### config.mk
export PLATFORM = sky130hd
export DESIGN_NAME = wdt_core
export DESIGN_NICKNAME = d
export VERILOG_FILES = /design/src/verilog/wdt_pkg.sv /design/src/verilog/wdt_sync.sv /design/src/verilog/wdt_core.sv
export SDC_FILE = /design/constraint.sdc
export NUM_CORES = 1
export LEC_CHECK = 0
export ABC_AREA = 1
export BUFFER_PORTS_ARGS = -buffer_cell sky130_fd_sc_hd__buf_4
export CAP_MARGIN = 20
export CORE_MARGIN = 4
export CORE_UTILIZATION = 30
export DETAILED_ROUTE_END_ITERATION = 10
export GPL_ROUTABILITY_DRIVEN = 0
export PLACE_DENSITY = 0.45
export SYNTH_ARGS = -nofsm -noshare
export SYNTH_HDL_FRONTEND = slang
export SYNTH_HIERARCHICAL = 1
export SYNTH_SLANG_ARGS = --single-unit
### constraint.sdc
create_clock -name clk_i -period 5.08 [get_ports clk_i]
set_input_delay 0.254 -clock clk_i [delete_from_list [all_inputs] [get_ports clk_i]]
set_output_delay 0.254 -clock clk_i [all_outputs]
set_load 0.1 [all_outputs]
### src/verilog/wdt_pkg.sv
// Package of constants and types for the windowed watchdog timer
package wdt_pkg;

    // Register addresses on the plain register port
    localparam logic [7:0] WDT_CTRL_ADDR = 8'h3E;
    localparam logic [7:0] WDT_SERVICE_ADDR = 8'h3F;

    // Field positions inside the watchdog_control register
    localparam int WDT_WINDOW_BIT = 7;
    localparam int WDT_DBG_HALT_BIT = 6;
    localparam int WDT_MASK_BIT = 5;
    localparam int WDT_WAIT_BIT = 4;
    localparam int WDT_STOP_BIT = 3;
    localparam int WDT_RATE_MSB = 2;
    localparam int WDT_RATE_LSB = 0;

    // Reset values of the plainly reset control bits
    localparam logic WDT_DBG_HALT_RST = 1'b0;
    localparam logic WDT_WAIT_RST = 1'b0;
    localparam logic WDT_STOP_RST = 1'b0;
    localparam logic [7:0] WDT_READ_ZERO = 8'h00;

    // Rate codes and service values
    localparam logic [2:0] WDT_RATE_OFF = 3'h0;
    localparam logic [2:0] WDT_RATE_MAX = 3'h7;
    localparam logic [7:0] WDT_SVC_FIRST = 8'h55;
    localparam logic [7:0] WDT_SVC_SECOND = 8'hAA;

    // Counter width covers the longest period of 2^16 reference cycles
    localparam int WDT_CNT_W = 17;

    // Service sequence states, one-hot
    typedef enum logic [1:0] {
        WDT_SVC_IDLE = 2'b01,
        WDT_SVC_ARMED = 2'b10
    } wdt_svc_t;

    // Timeout length in reference clock cycles for each rate code
    function automatic logic [WDT_CNT_W-1:0] wdt_period(
        input logic [2:0] rate
    );
        logic [WDT_CNT_W-1:0] p;
        p = 17'h10000;
        case (rate)
            3'h1: p = 17'h00040;
            3'h2: p = 17'h00100;
            3'h3: p = 17'h00400;
            3'h4: p = 17'h01000;
            3'h5: p = 17'h04000;
            3'h6: p = 17'h08000;
            default: p = 17'h10000;
        endcase
        return p;
    endfunction

endpackage

### src/verilog/wdt_sync.sv
// Two-stage synchroniser with rising edge detection
module wdt_sync (
    input wire logic clk_i,    // Block clock
    input wire logic reset_i,  // Synchronous reset, active high
    input wire logic async_i,  // Input from another clock domain
    output logic level_o,      // Synchronised level
    output logic rise_o        // One-cycle pulse on a rising edge
);

    logic meta_r;
    logic sync_r;
    logic last_r;

    // First stage feeds only the second stage
    always_ff @(posedge clk_i) begin
        if (reset_i) begin
            meta_r <= 1'b0;
            sync_r <= 1'b0;
            last_r <= 1'b0;
        end else begin
            meta_r <= async_i;
            sync_r <= meta_r;
            last_r <= sync_r;
        end
    end

    // Edge found on the settled stages only
    assign level_o = sync_r;
    assign rise_o = sync_r & ~last_r;

endmodule // wdt_sync

### src/verilog/wdt_core.sv
// Windowed watchdog timer with control and service registers
module wdt_core (
    input wire logic clk_i,             // Bus clock, 100 MHz
    input wire logic reset_i,           // Synchronous reset, active high
    input wire logic [7:0] addr_i,      // Register address
    input wire logic [7:0] wdata_i,     // Register write data
    input wire logic wr_i,              // Write strobe
    input wire logic rd_i,              // Read strobe
    output logic [7:0] rdata_o,         // Read data, cycle after rd_i
    input wire logic special_mode_i,    // Special operating mode
    input wire logic debug_mode_i,      // Debug mode active
    input wire logic wait_mode_i,       // Part is in wait mode
    input wire logic stop_mode_i,       // Part is in stop mode
    input wire logic [2:0] nv_rate_i,   // Nonvolatile rate option field
    input wire logic nv_window_i,       // Nonvolatile window option bit
    input wire logic ref_clk_i,         // Internal reference clock pin
    output logic sys_reset_o,           // System reset request, sticky
    output logic pit_halt_o             // Periodic timer halt request
);

    // Control register state
    logic window_r;
    logic dbg_halt_r;
    logic halt_wait_r;
    logic run_stop_r;
    logic [2:0] rate_r;
    logic once_r;

    // Counter and sequence state
    logic [wdt_pkg::WDT_CNT_W-1:0] cnt_r;
    logic restart_pend_r;
    wdt_pkg::wdt_svc_t svc_r;
    wdt_pkg::wdt_svc_t svc_nxt;
    logic sys_reset_r;
    logic pit_halt_r;
    logic [7:0] rdata_r;

    // Decoded accesses and derived conditions
    logic ref_rise;
    logic wr_ctrl;
    logic wr_svc;
    logic rd_ctrl;
    logic masked;
    logic cfg_ok;
    logic [2:0] wr_rate;
    logic rate_restart;
    logic dbg_restart;
    logic enabled;
    logic dbg_force;
    logic [2:0] eff_rate;
    logic eff_window;
    logic [wdt_pkg::WDT_CNT_W-1:0] period;
    logic [wdt_pkg::WDT_CNT_W-1:0] last_cnt;
    logic [wdt_pkg::WDT_CNT_W-1:0] open_at;
    logic frozen;
    logic wait_init;
    logic at_end;
    logic timeout;
    logic early;
    logic val_first;
    logic val_second;
    logic bad_svc;
    logic svc_restart;
    logic restart_evt;

    // Reference clock brought into the bus clock domain
    wdt_sync u_ref_sync (
        .clk_i(clk_i),
        .reset_i(reset_i),
        .async_i(ref_clk_i),
        .level_o(),
        .rise_o(ref_rise)
    );

    // Register address decode
    assign wr_ctrl = wr_i & (addr_i == wdt_pkg::WDT_CTRL_ADDR);
    assign wr_svc = wr_i & (addr_i == wdt_pkg::WDT_SERVICE_ADDR);
    assign rd_ctrl = rd_i & (addr_i == wdt_pkg::WDT_CTRL_ADDR);

    // Configuration write qualification
    assign masked = wdata_i[wdt_pkg::WDT_MASK_BIT];
    assign cfg_ok = wr_ctrl & ~masked
                    & (special_mode_i | ~once_r);
    assign wr_rate = wdata_i[wdt_pkg::WDT_RATE_MSB:wdt_pkg::WDT_RATE_LSB];

    // Restart causes from the control register
    assign rate_restart = cfg_ok
                          & (wr_rate != wdt_pkg::WDT_RATE_OFF);
    assign dbg_restart = wr_ctrl & wdata_i[wdt_pkg::WDT_DBG_HALT_BIT]
                         & ~dbg_halt_r;

    // Effective rate and window, forced while debugging in special mode
    assign enabled = (rate_r != wdt_pkg::WDT_RATE_OFF);
    assign dbg_force = enabled & debug_mode_i & ~dbg_halt_r
                       & special_mode_i;
    assign eff_rate = dbg_force ? wdt_pkg::WDT_RATE_MAX : rate_r;
    assign eff_window = window_r & ~dbg_force;

    // Period and the start of the open window
    assign period = wdt_pkg::wdt_period(eff_rate);
    assign last_cnt = period - 17'h00001;
    assign open_at = period - (period >> 2);

    // Low-power and debug freezing
    assign frozen = (debug_mode_i & dbg_halt_r)
                    | (stop_mode_i & ~run_stop_r)
                    | (wait_mode_i & halt_wait_r);
    assign wait_init = wait_mode_i & halt_wait_r;

    // Timeout on the last reference cycle of the period
    assign at_end = (cnt_r >= last_cnt);
    assign timeout = enabled & ref_rise & ~restart_pend_r & ~frozen
                     & ~wait_init & at_end;

    // Service write classification
    assign val_first = (wdata_i == wdt_pkg::WDT_SVC_FIRST);
    assign val_second = (wdata_i == wdt_pkg::WDT_SVC_SECOND);
    assign early = eff_window
                   & (restart_pend_r | (cnt_r < open_at));
    assign bad_svc = wr_svc & enabled
                     & (early
                        | (~val_first & ~val_second)
                        | (eff_window & val_second
                           & (svc_r != wdt_pkg::WDT_SVC_ARMED)));
    assign svc_restart = wr_svc & enabled & ~bad_svc & val_second
                         & (svc_r == wdt_pkg::WDT_SVC_ARMED);

    // All restart causes gathered for the crossing
    assign restart_evt = rate_restart | dbg_restart | svc_restart;

    // Debug-halt select bit
    always_ff @(posedge clk_i) begin
        if (reset_i) begin
            dbg_halt_r <= wdt_pkg::WDT_DBG_HALT_RST;
        end else if (wr_ctrl) begin
            if (special_mode_i) begin
                dbg_halt_r <= wdata_i[wdt_pkg::WDT_DBG_HALT_BIT];
            end else if (wdata_i[wdt_pkg::WDT_DBG_HALT_BIT]) begin
                dbg_halt_r <= 1'b1;
            end
        end
    end

    // Rate field, loaded inverted from the option field at reset
    always_ff @(posedge clk_i) begin
        if (reset_i) begin
            rate_r <= ~nv_rate_i;
        end else if (cfg_ok) begin
            if (special_mode_i | (wr_rate != wdt_pkg::WDT_RATE_OFF)) begin
                rate_r <= wr_rate;
            end
        end
    end

    // Window select, loaded inverted from the option bit at reset
    always_ff @(posedge clk_i) begin
        if (reset_i) begin
            window_r <= ~nv_window_i;
        end else if (cfg_ok) begin
            if (special_mode_i | wdata_i[wdt_pkg::WDT_WINDOW_BIT]) begin
                window_r <= wdata_i[wdt_pkg::WDT_WINDOW_BIT];
            end
        end
    end

    // Wait-halt and stop-run selections
    always_ff @(posedge clk_i) begin
        if (reset_i) begin
            halt_wait_r <= wdt_pkg::WDT_WAIT_RST;
            run_stop_r <= wdt_pkg::WDT_STOP_RST;
        end else if (cfg_ok) begin
            halt_wait_r <= wdata_i[wdt_pkg::WDT_WAIT_BIT];
            run_stop_r <= wdata_i[wdt_pkg::WDT_STOP_BIT];
        end
    end

    // Single-write tracking; a masked write does not use it up
    always_ff @(posedge clk_i) begin
        if (reset_i) begin
            once_r <= 1'b0;
        end else if (wr_ctrl & ~masked) begin
            once_r <= 1'b1;
        end
    end

    // Restart request held until the next reference edge takes it
    always_ff @(posedge clk_i) begin
        if (reset_i) begin
            restart_pend_r <= 1'b0;
        end else begin
            restart_pend_r <= restart_evt
                              | (restart_pend_r & ~ref_rise);
        end
    end

    // Watchdog counter, advanced once per reference clock cycle
    always_ff @(posedge clk_i) begin
        if (reset_i | ~enabled) begin
            cnt_r <= '0;
        end else if (wait_init) begin
            cnt_r <= '0;
        end else if (ref_rise) begin
            if (restart_pend_r) begin
                cnt_r <= '0;
            end else if (frozen) begin
                cnt_r <= cnt_r;
            end else if (at_end) begin
                cnt_r <= '0;
            end else begin
                cnt_r <= cnt_r + 17'h00001;
            end
        end
    end

    // Service sequence next state
    always_comb begin
        svc_nxt = svc_r;
        if (~enabled) begin
            svc_nxt = wdt_pkg::WDT_SVC_IDLE;
        end else if (wr_svc & ~bad_svc) begin
            case (svc_r)
                wdt_pkg::WDT_SVC_IDLE: begin
                    if (val_first) begin
                        svc_nxt = wdt_pkg::WDT_SVC_ARMED;
                    end
                end
                wdt_pkg::WDT_SVC_ARMED: begin
                    if (val_second) begin
                        svc_nxt = wdt_pkg::WDT_SVC_IDLE;
                    end
                end
                default: begin
                    svc_nxt = wdt_pkg::WDT_SVC_IDLE;
                end
            endcase
        end
    end

    // Service sequence state
    always_ff @(posedge clk_i) begin
        if (reset_i) begin
            svc_r <= wdt_pkg::WDT_SVC_IDLE;
        end else begin
            svc_r <= svc_nxt;
        end
    end

    // System reset request, held until the system resets the block
    always_ff @(posedge clk_i) begin
        if (reset_i) begin
            sys_reset_r <= 1'b0;
        end else if (timeout | bad_svc) begin
            sys_reset_r <= 1'b1;
        end
    end

    // Periodic timer halt follows debug mode when debug-halt is set
    always_ff @(posedge clk_i) begin
        if (reset_i) begin
            pit_halt_r <= 1'b0;
        end else begin
            pit_halt_r <= debug_mode_i & dbg_halt_r;
        end
    end

    // Read data, valid only in the cycle after the read strobe
    always_ff @(posedge clk_i) begin
        if (reset_i) begin
            rdata_r <= wdt_pkg::WDT_READ_ZERO;
        end else if (rd_ctrl) begin
            rdata_r <= {window_r, dbg_halt_r, 1'b0, halt_wait_r,
                        run_stop_r, rate_r};
        end else begin
            rdata_r <= wdt_pkg::WDT_READ_ZERO;
        end
    end

    // Outputs straight from flip-flops
    assign rdata_o = rdata_r;
    assign sys_reset_o = sys_reset_r;
    assign pit_halt_o = pit_halt_r;

endmodule // wdt_core

== Word-level counts from Yosys, hierarchy flattened ==
Index checks and enable logic that the tools add are counted.

* Output and inout port bits: 10
* Input bits: 29
* Bits in registers: 41
* Word-level logic and storage cells: 129

* Magnitude comparators: 2
* Bitwise operators: 62
* Equality and inequality tests: 16
* Mux-type cells: 16
* Reductions and logical operators: 14
* $add $sub $neg: 3

{| class="wikitable"
|+ Operators by type and width
! operator !! number
|-
| one-hot mux 17 bit (6 select lines) || 1
|-
| 2-to-1 mux 17 bit || 3
|-
| bitwise AND 1 bit || 32
|-
| adder 17 x 1 -> 17 bit, second input constant || 1
|-
| greater-or-equal comparator 17 bit || 1
|-
| < comparator 17 bit || 1
|-
| subtractor 17 x 1 -> 17 bit, second input constant || 1
|-
| subtractor 17 x 15 -> 17 bit || 1
|-
| == test 8 x 6 -> 1 bit, second input constant || 2
|-
| NOT 1 bit || 16
|-
| OR 1 bit || 13
|-
| 2-to-1 mux 3 bit || 4
|-
| == test 3 bit, second input constant || 3
|-
| == test 8 x 7 -> 1 bit, second input constant || 1
|-
| == test 8 bit, second input constant || 1
|-
| inequality test 2 bit, second input constant || 4
|-
| AND reduction 2 bit || 4
|-
| nonzero test 2 bit || 4
|-
| == test 3 x 2 -> 1 bit, second input constant || 2
|-
| nonzero test 3 bit || 2
|-
| OR reduction 2 bit || 3
|-
| 2-to-1 mux 1 bit || 5
|-
| 2-to-1 mux 2 bit || 2
|-
| one-hot mux 2 bit (2 select lines) || 1
|-
| other kinds (5) || 5
|}

== Logic depth before layout (Yosys ltp) ==
Gate-level depths: netlist of the first run.

* Depth in word-level cells: 20
* Depth in mapped cells: 24

== Cells and area by module ==
The synthesis of the first run kept the hierarchy.

{| class="wikitable"
|+ Modules (own cells, without submodules)
! module !! area each (µm²) !! cells each !! instances !! seq. area each (µm²)
|-
| wdt_core || 2872.8 || 419 || 1 || 780.7
|-
| wdt_sync || 86.3 || 10 || 1 || 60.1
|}

== Worst setup path after synthesis of the first run ==
Ideal clock, no wire load.

* Path kind: register to register
* Start point: reg rate_r[0]
* End point: reg svc_r[0]
* Setup slack: 1.714 ns
* Path buffers: 0
* Stages on the path, launching flop included: 23
* Arrival: 3.248 ns
* Cell sequence: edfxtp_1 -> nor3_2 -> nor2_2 -> nor2_1 -> nand3_1 -> ha_1 -> inv_1 -> a21o_1 -> a221oi_1 -> nand2_1 -> nand2_2 -> xor2_2 -> ha_1 -> a21oi_1 -> o21ai_0 -> a21oi_1 -> nand2_1 -> nand2_1 -> nand3_1 -> nand2_1 -> nand2_1 -> nand2_1 -> nand2_1

* Cells in the longest elaborated chain, start to end: 17
* Elaborated cells on any way between the ends: 29
* Classes of those cells: 1 x add/sub; 1 x order compare; 6 x eq/ne; 2 x mux; 16 x bitwise; 3 x reduce/logical

{| class="wikitable"
|+ Ends and longest elaborated chain
! item !! RTL line !! text
|-
| start: declaration || wdt_core.sv:26 || <nowiki>logic [2:0] rate_r;</nowiki>
|-
| start signal: assignment || wdt_core.sv:147 || <nowiki>rate_r <= ~nv_rate_i;</nowiki>
|-
| start signal: assignment || wdt_core.sv:150 || <nowiki>rate_r <= wr_rate;</nowiki>
|-
| nonzero test 3 bit || wdt_core.sv:93 || <nowiki>assign enabled = (rate_r != wdt_pkg::WDT_RATE_OFF);</nowiki>
|-
| bitwise AND 1 bit (2 in a row) || wdt_core.sv:94 || <nowiki>assign dbg_force = enabled & debug_mode_i & ~dbg_halt_r</nowiki>
|-
| bitwise AND 1 bit || wdt_core.sv:95 || <nowiki>& special_mode_i;</nowiki>
|-
| 2-to-1 mux 3 bit || wdt_core.sv:96 || <nowiki>assign eff_rate = dbg_force ? wdt_pkg::WDT_RATE_MAX : rate_r;</nowiki>
|-
| == test 3 bit, or another cell as far along || wdt_pkg.sv:44 || <nowiki>case (rate)</nowiki>
|-
| one-hot mux 17 bit (6 select lines) || wdt_pkg.sv:44 ||
|-
| subtractor 17 x 15 -> 17 bit || wdt_core.sv:102 || <nowiki>assign open_at = period - (period >> 2);</nowiki>
|-
| < comparator 17 bit || wdt_core.sv:119 || <nowiki>& (restart_pend_r | (cnt_r < open_at));</nowiki>
|-
| OR 1 bit || wdt_core.sv:119 ||
|-
| bitwise AND 1 bit || wdt_core.sv:119 ||
|-
| OR 1 bit || wdt_core.sv:122 || <nowiki>| (~val_first & ~val_second)</nowiki>
|-
| OR 1 bit || wdt_core.sv:123 || <nowiki>| (eff_window & val_second</nowiki>
|-
| bitwise AND 1 bit || wdt_core.sv:121 || <nowiki>& (early</nowiki>
|-
| NOT 1 bit || wdt_core.sv:220 || <nowiki>end else if (wr_svc & ~bad_svc) begin</nowiki>
|-
| bitwise AND 1 bit || wdt_core.sv:220 ||
|-
| AND reduction 3 bit (no source line) || - ||
|-
| end signal: assignment || wdt_core.sv:242 || <nowiki>svc_r <= wdt_pkg::WDT_SVC_IDLE;</nowiki>
|-
| end signal: assignment || wdt_core.sv:244 || <nowiki>svc_r <= svc_nxt;</nowiki>
|-
| end: declaration || wdt_core.sv:32 || <nowiki>wdt_pkg::wdt_svc_t svc_r;</nowiki>
|}

Several ways; a longest one is shown, not always the timed one.
A chain may end at the register's enable or synchronous reset.

== Worst setup path in the final report of the first run ==
Same ends and word-level chain as after synthesis.

==> results of run 1 <==
[area by class of cell]
type / count / area [µm²] / area share [%]
clock inverters: 1 / 5.005 / 0.1447
flip-flops and latches: 40 / 840.8 / 24.31
repair buffers: 39 / 292.8 / 8.466
well taps: 129 / 161.4 / 4.667
multi-input cells: 326 / 1876 / 54.23
inverters: 55 / 206.4 / 5.970
clock buffers: 7 / 76.32 / 2.207
[layout by cell type (no fill, tap or decap), drive strengths merged, types with 2 or more instances in the layout]
master and instances:
xnor2 3, dfxtp 36, nand3 26, o211ai 2
nor2 45, buf 39, nand3b 2, ha 32
nor3 16, nand2 88, edfxtp 4, nand4 27
inv 55, a31oi 2, xor2 15, o21ai 18
clkbuf 7, a21oi 40
[routing by layer]
layer	routed length [µm]	share of wire [%]
met5	0	0
met3	284	3.6
met4	94	1.2
met1	3744	48
met2	3728	47
[state kept, by name, summed over array words and instances, names as in the netlist]
name and cells:
u_ref_sync/level_o 1, rdata_o 7, svc_r 2, once_r 1
restart_pend_r 1, rate_r 3, cnt_r 17, window_r 1
u_ref_sync/last_r 1, dbg_halt_r 1, run_stop_r 1, pit_halt_o 1
u_ref_sync/meta_r 1, sys_reset_o 1, halt_wait_r 1
[logic make-up (layout without fill, tap and decap cells)]
family,after synthesis,count (layout)
AND/OR/NAND/NOR,208,208
XOR/XNOR,18,18
AO/OA/AOI/OAI,67,67
other,1,1
buffers and inverters,63,102
adder cells (fa/ha/maj),32,32
flip-flops,40,40
[power groups by stage]
stage / clock [mW] / sequential [mW] / combinational (mW)
4_1_cts: 0.222 / 0.330 / 0.168
2_1_floorplan: 0 / 0.336 / 0.118
3_3_place_gp: 0 / 0.337 / 0.166
3_5_place_dp: 0 / 0.337 / 0.167
5_1_grt: 0.229 / 0.331 / 0.193
6_report: 0.211 / 0.330 / 0.166
[per-stage QoR]
step                std cells  setup WS, ns  instance area (µm²)
CTS                       597         1.212                 3458
global route              597        0.8206                 3458
finish                    597         1.189                 3458
global placement          589         1.375                 3377
floorplan                 429         1.714                 2959
detailed placement        589         1.249                 3377
[critical path, delay by kind of cell (launching register included)]
kind | cells | cell delay [ns]
compound gates | 5 | 0.82
xor+xnor | 1 | 0.14
fa+ha+maj | 2 | 0.70
buf+inv | 1 | 0.05
flops | 1 | 0.49
simple gates | 13 | 1.57
[worst max-delay path by stage]
stage | depth (start not counted) | start | end | slack, ns
global placement | 22 | rate_r[0] | svc_r[0] | 1.38
global route | 22 | rate_r[0] | svc_r[0] | 0.82
CTS | 22 | rate_r[0] | svc_r[0] | 1.21
finish | 22 | rate_r[0] | svc_r[0] | 1.19
floorplan | 22 | rate_r[0] | svc_r[0] | 1.71
detailed placement | 22 | rate_r[0] | svc_r[0] | 1.25
==> impl_metrics.json, run 1 <==
{
  "layout.nets": 528,
  "reg2reg_from": "rate_r[0]",
  "setup_tns_ns": 0,
  "synth_xor_area_share_pct": 5.581,
  "ir_worst_vdd_v": 0.00008682,
  "timing.final.hold_violations": 0,
  "crit_chain": "nor3_2, nor2_2, nor2_1, nand3_1, ha_1, inv_1, a21o_1, a221oi_1, nand2_1, nand2_2, xor2_2, ha_1, a21oi_1, o21ai_0, a21oi_1, nand2_1, nand2_1, nand3_1, nand2_1, nand2_1, nand2_1, nand2_1",
  "post-synth-top-count-cell": "nand2_1",
  "status": "completed",
  "rows": 35,
  "antenna_cells": 0,
  "ys_warn_count": 6,
  "fin_crit_ns": 3.891,
  "leakage_nw": 1.603,
  "grt_util_met3_pct": 2.460,
  "pin_count": 39,
  "synth_top_family_by_area": "simple AND/OR/NAND/NOR gates",
  "fmax_mhz": 257.0,
  "worstHoldStart": "ref_clk_i",
  "drc_errors": 0,
  "p_seq_share_pct": 46.7,
  "internal_power_mw": 0.4859,
  "cp-start-kind": "flip-flop",
  "worstReg2RegEnd": "svc_r[0]",
  "synth_area_um2": 2959,
  "synthesis.nets": 490,
  "synthCells": 429,
  "regToRegSetupSlack_ns": 1.19,
  "viasPerCell": 4.750,
  "synthTopCellsByArea": "dfxtp_1 (24%), ha_1 (14%), nand2_1 (11%)",
  "power.density_nw_per_um2": 204.5,
  "yosys-top-cells-count": "nand2_1 (85), inv_1 (53), nor2_1 (43), a21oi_1 (40), dfxtp_1 (36)",
  "holdBufCountCts": 0,
  "die_w_um": 107.3,
  "clk_latency_ns": 0.29,
  "whs_ns": 0.1615,
  "synthArstFlopShare_pct": 0,
  "grt_start_max_net_pins": 19,
  "start_util_pct": 31.43,
  "ys.flop_type": "dfxtp_1",
  "cts_setup_buffers": 0,
  "max_stage_delay_ns": 0.49,
  "place.port_buffers": 37,
  "rsz0062_at_grt": "false",
  "critPathSlowestCell": "edfxtp_1",
  "slew_viol_final": 0,
  "final.fill_count": 1028,
  "utilization_pct": 36.73,
  "vias": 2836,
  "endpoint_kind": "flip-flop",
  "drtPass1Iterations": 4,
  "cap_violations": 0,
  "antenna_left": 0,
  "syn_avg_cell_area_um2": 6.898,
  "ys_types": 35,
  "synth_mux_area_share_pct": 0,
  "die_h_um": 107.3,
  "hp-class": "in2reg",
  "drive_above_1_share_pct": 12.18,
  "routedWlPerCell_um": 13.15,
  "power.total_mw": 0.7073,
  "ys_ff_latch": 40,
  "drtIter0Drc": 135,
  "cts_made_buffers": 5,
  "comb_power_share_pct": 23.5,
  "routed_wl_um": 7851,
  "hpwlAfterDp_um": 6224,
  "required_ns": 5.26,
  "crit_arrival_ns": 4.07,
  "cts.sinks": 40,
  "hold_depth": 3,
  "core-area_um2": 9415,
  "fin_worst_skew_ns": 0.01408,
  "cts.clk_slew.worst_paths_ns": 0.08,
  "ctsHtreeMaxLevel": 2,
  "die_area_um2": 11520,
  "grt_usage_pct": 14.50,
  "max_slew_margin_pct": 40.12,
  "crit_top_cell": "nand2_1",
  "gr-max-usage-layer": "met2",
  "grt_pass1_wl_um": 13470,
  "hold_end": "u_ref_sync/meta_r",
  "report.final.setup_viol": 0,
  "period_share_pct": 76.59,
  "cts_tree": "yes",
  "synthAdderAreaFrac_pct": 13.53,
  "synth_area_leader_cell": "dfxtp_1",
  "clk_path_buf_depth": 2,
  "synth_compound_area_share_pct": 12.01,
  "p_sw_share_pct": 31.30,
  "grt.met2_usage_pct": 24.26,
  "grt-ovfl-total": 0,
  "grt_pass1_vias": 2821,
  "p_switching_mw": 0.2214,
  "tightestPinTransition_ns": 0.8933,
  "area_growth_syn_to_layout_pct": 16.87,
  "criticalPathCategory": "reg2reg",
  "use_met1_pct": 19.30,
  "cp_max_fo": 9,
  "clock-root-buffer": "clkbuf_8",
  "cts_resized": 0,
  "grt_antenna_before_repair": 0,
  "synth_edf_count": 4,
  "ys_seq_area_share_pct": 28.41,
  "synth_top_cell_area_share_pct": 24.36,
  "rr_worst_depth": 22,
  "power_frac_clock_pct": 29.9,
  "synth-simple-area-share_pct": 31.97
}
(Power assumes the default switching activity.)
==> inputs of run 2 (changes only) <==
PLACE_DENSITY = 0.47   (was 0.45)
clock period = 3.45 ns   (was 5.08 ns; I/O delays follow)
==> run 2 against run 1 <==
Against the previous run: sequential power grew 47%; count of clock-buffer cells in the layout unchanged; setup slack got worse by 1.1 ns; routed wire length up 2.8%; die area is the same; hold slack got worse by 0.090 ns; clock power up 52%; critical path type unchanged; critical endpoint is now svc_r[1].
==> impl_metrics.json, run 2 (same netlist as run 1, synthesis figures left out) <==
{
  "status": "completed",
  "grt_pass1_wl_um": 13140,
  "antenna_cells": 0,
  "max_slew_margin_pct": 61.30,
  "grt_antenna_before_repair": 0,
  "dpl-instance-area_um2": 3616,
  "top_register": "cnt_r",
  "timing.final.hold_violations": 0,
  "postLayoutCellArea_um2": 3913,
  "cts_tree": "yes",
  "wl_met1_um": 3939,
  "die_area_um2": 11520,
  "p_seq_share_pct": 42.5,
  "cts.sinks": 40,
  "cp_max_fo": 4,
  "ir_worst_vdd_v": 0.0001694,
  "routedWlPerCell_um": 12.63,
  "ctsHtreeMaxLevel": 2,
  "hold_depth": 3,
  "place.port_buffers": 37,
  "rr_worst_depth": 21,
  "drive_above_1_share_pct": 23.14,
  "rows": 35,
  "grt_pass1_vias": 2768,
  "regToRegSetupSlack_ns": 0.05,
  "cp-start-kind": "flip-flop",
  "preCtsSetupSlack_ns": -0.1004,
  "report.final.setup_viol": 0,
  "clk_latency_ns": 0.30,
  "grt_start_max_net_pins": 18,
  "hold_end": "u_ref_sync/meta_r",
  "routed_wl_um": 8073,
  "largest_register_ffs": 17,
  "layout_common_cells": "nand2_1 (82), buf_4 (78), inv_1 (52)",
  "hp-class": "in2reg",
  "cts_made_buffers": 5,
  "reg2reg_from": "rate_r[2]",
  "start_util_pct": 31.43,
  "drtPass1Iterations": 4,
  "met3WireLength_um": 223,
  "fin_ws_ns": 0.05011,
  "mostFrequentLayoutCell": "nand2_1",
  "clk_path_buf_depth": 2,
  "leakage_nw": 1.831,
  "fin_crit_ns": 3.400,
  "pin_count": 39,
  "vias": 2960,
  "slew_viol_final": 0,
  "drtIter0Drc": 110,
  "rsz0062_at_grt": "true",
  "worstReg2RegEnd": "svc_r[1]",
  "core-area_um2": 9415,
  "period_share_pct": 98.55,
  "power.density_nw_per_um2": 291.1,
  "fin_worst_skew_ns": 0.01765,
  "layout.nets": 570,
  "p_sw_share_pct": 31.90,
  "antenna_left": 0,
  "criticalPathCategory": "reg2reg",
  "worstHoldStart": "ref_clk_i",
  "required_ns": 3.68,
  "power_frac_clock_pct": 28.1,
  "tightestPinTransition_ns": 0.5791,
  "viasPerCell": 4.632,
  "cts.clk_slew.worst_paths_ns": 0.09,
  "internal_power_mw": 0.7756,
  "dr_wl_met2_um": 3834,
  "grt-ovfl-total": 0,
  "hpwlAfterDp_um": 6347,
  "crit_arrival_ns": 3.63,
  "die_w_um": 107.3,
  "comb_power_share_pct": 29.4,
  "cap_violations": 0,
  "die_h_um": 107.3,
  "endpoint_kind": "flip-flop",
  "p_switching_mw": 0.3633,
  "routed.top_layer": "met4",
  "power.total_mw": 1.139,
  "area_growth_syn_to_layout_pct": 32.22,
  "grt_usage_pct": 14.12,
  "drc_errors": 0,
  "fmax_mhz": 294.1,
  "clock-root-buffer": "clkbuf_8",
  "holdBufCountCts": 0
}
==> run 2: changes by cell type in the layout (fill, tap and decap cells not counted), sizes merged <==
cell / previous run / this run
buf: 39 / 81
==> run 2: worst max-delay path, cell delays in order, from the launching register on <==
cell and delay, ns:
edfxtp_1 0.46, nor3_4 0.23, nor2_2 0.08, nor2_1 0.14, nand3_2 0.16, ha_4 0.31, inv_2 0.03, a21o_1 0.16
a221oi_2 0.26, nand2_1 0.10, nand2_2 0.10, xor2_2 0.19, ha_4 0.24, a21oi_2 0.16, o21ai_2 0.08, a21oi_2 0.13
nand2_1 0.08, nand2_2 0.09, nand3_4 0.08, nand2_2 0.09, nand2_2 0.06, a21oi_2 0.13
==> run 2: what timing repair did <==
item | 4_1_cts | 5_1_grt
endpoints found under the setup margin | 3 | 21
resized for setup | 3 | 25
buffers inserted | 1 | 9
pin swaps | 2 | 16
==> run 2: power groups by stage <==
stage,Clock [mW],Combinational [mW],Sequential (mW)
2_1_floorplan,0,0.174,0.495
3_3_place_gp,0,0.298,0.493
3_5_place_dp,0,0.298,0.493
4_1_cts,0.335,0.304,0.482
5_1_grt,0.351,0.375,0.485
6_report,0.320,0.335,0.484
==> run 2: how the worst max path moves through the flow <==
stage                    from   endpoint  slack, ns  depth (start not counted)
global placement    rate_r[0]  cnt_r[11]      -0.25                         17
detailed placement  rate_r[0]   svc_r[0]      -0.10                         22
finish              rate_r[2]   svc_r[1]       0.05                         21
global route        rate_r[2]   svc_r[0]      -0.22                         22
floorplan           rate_r[0]   svc_r[0]       0.08                         22
CTS                 rate_r[0]   svc_r[0]       0.02                         21
==> run 2: cell type report <==
class,instances,area [µm²]
clock buffer,7,76.32
clock inverter,1,8.758
fill,988,5503
inverter,55,206.4
multi-input combinational,326,1999
sequential,40,840.8
tap,129,161.4
timing repair buffer,81,619.3
==> run 2: through the flow <==
step / utilization, % / instances / hold slack (ns) / TNS (ns)
after floorplan: - / 429 / 0.2416 / 0
after global placement: 38.29 / 620 / 0.3772 / -3.968
after detailed placement: 38.41 / 621 / 0.3802 / -0.2003
after CTS: 39.56 / 630 / 0.06686 / 0
after global routing: 41.55 / 639 / 0.07126 / -0.7166
final: 41.55 / 639 / 0.07120 / 0
==> run 2: routing by layer <==
layer	vias up	GRT usage, %
met4	0	3.288
met3	6	2.519
met2	43	23.32
met5	-	0
li1	1598	-
met1	1313	19.08
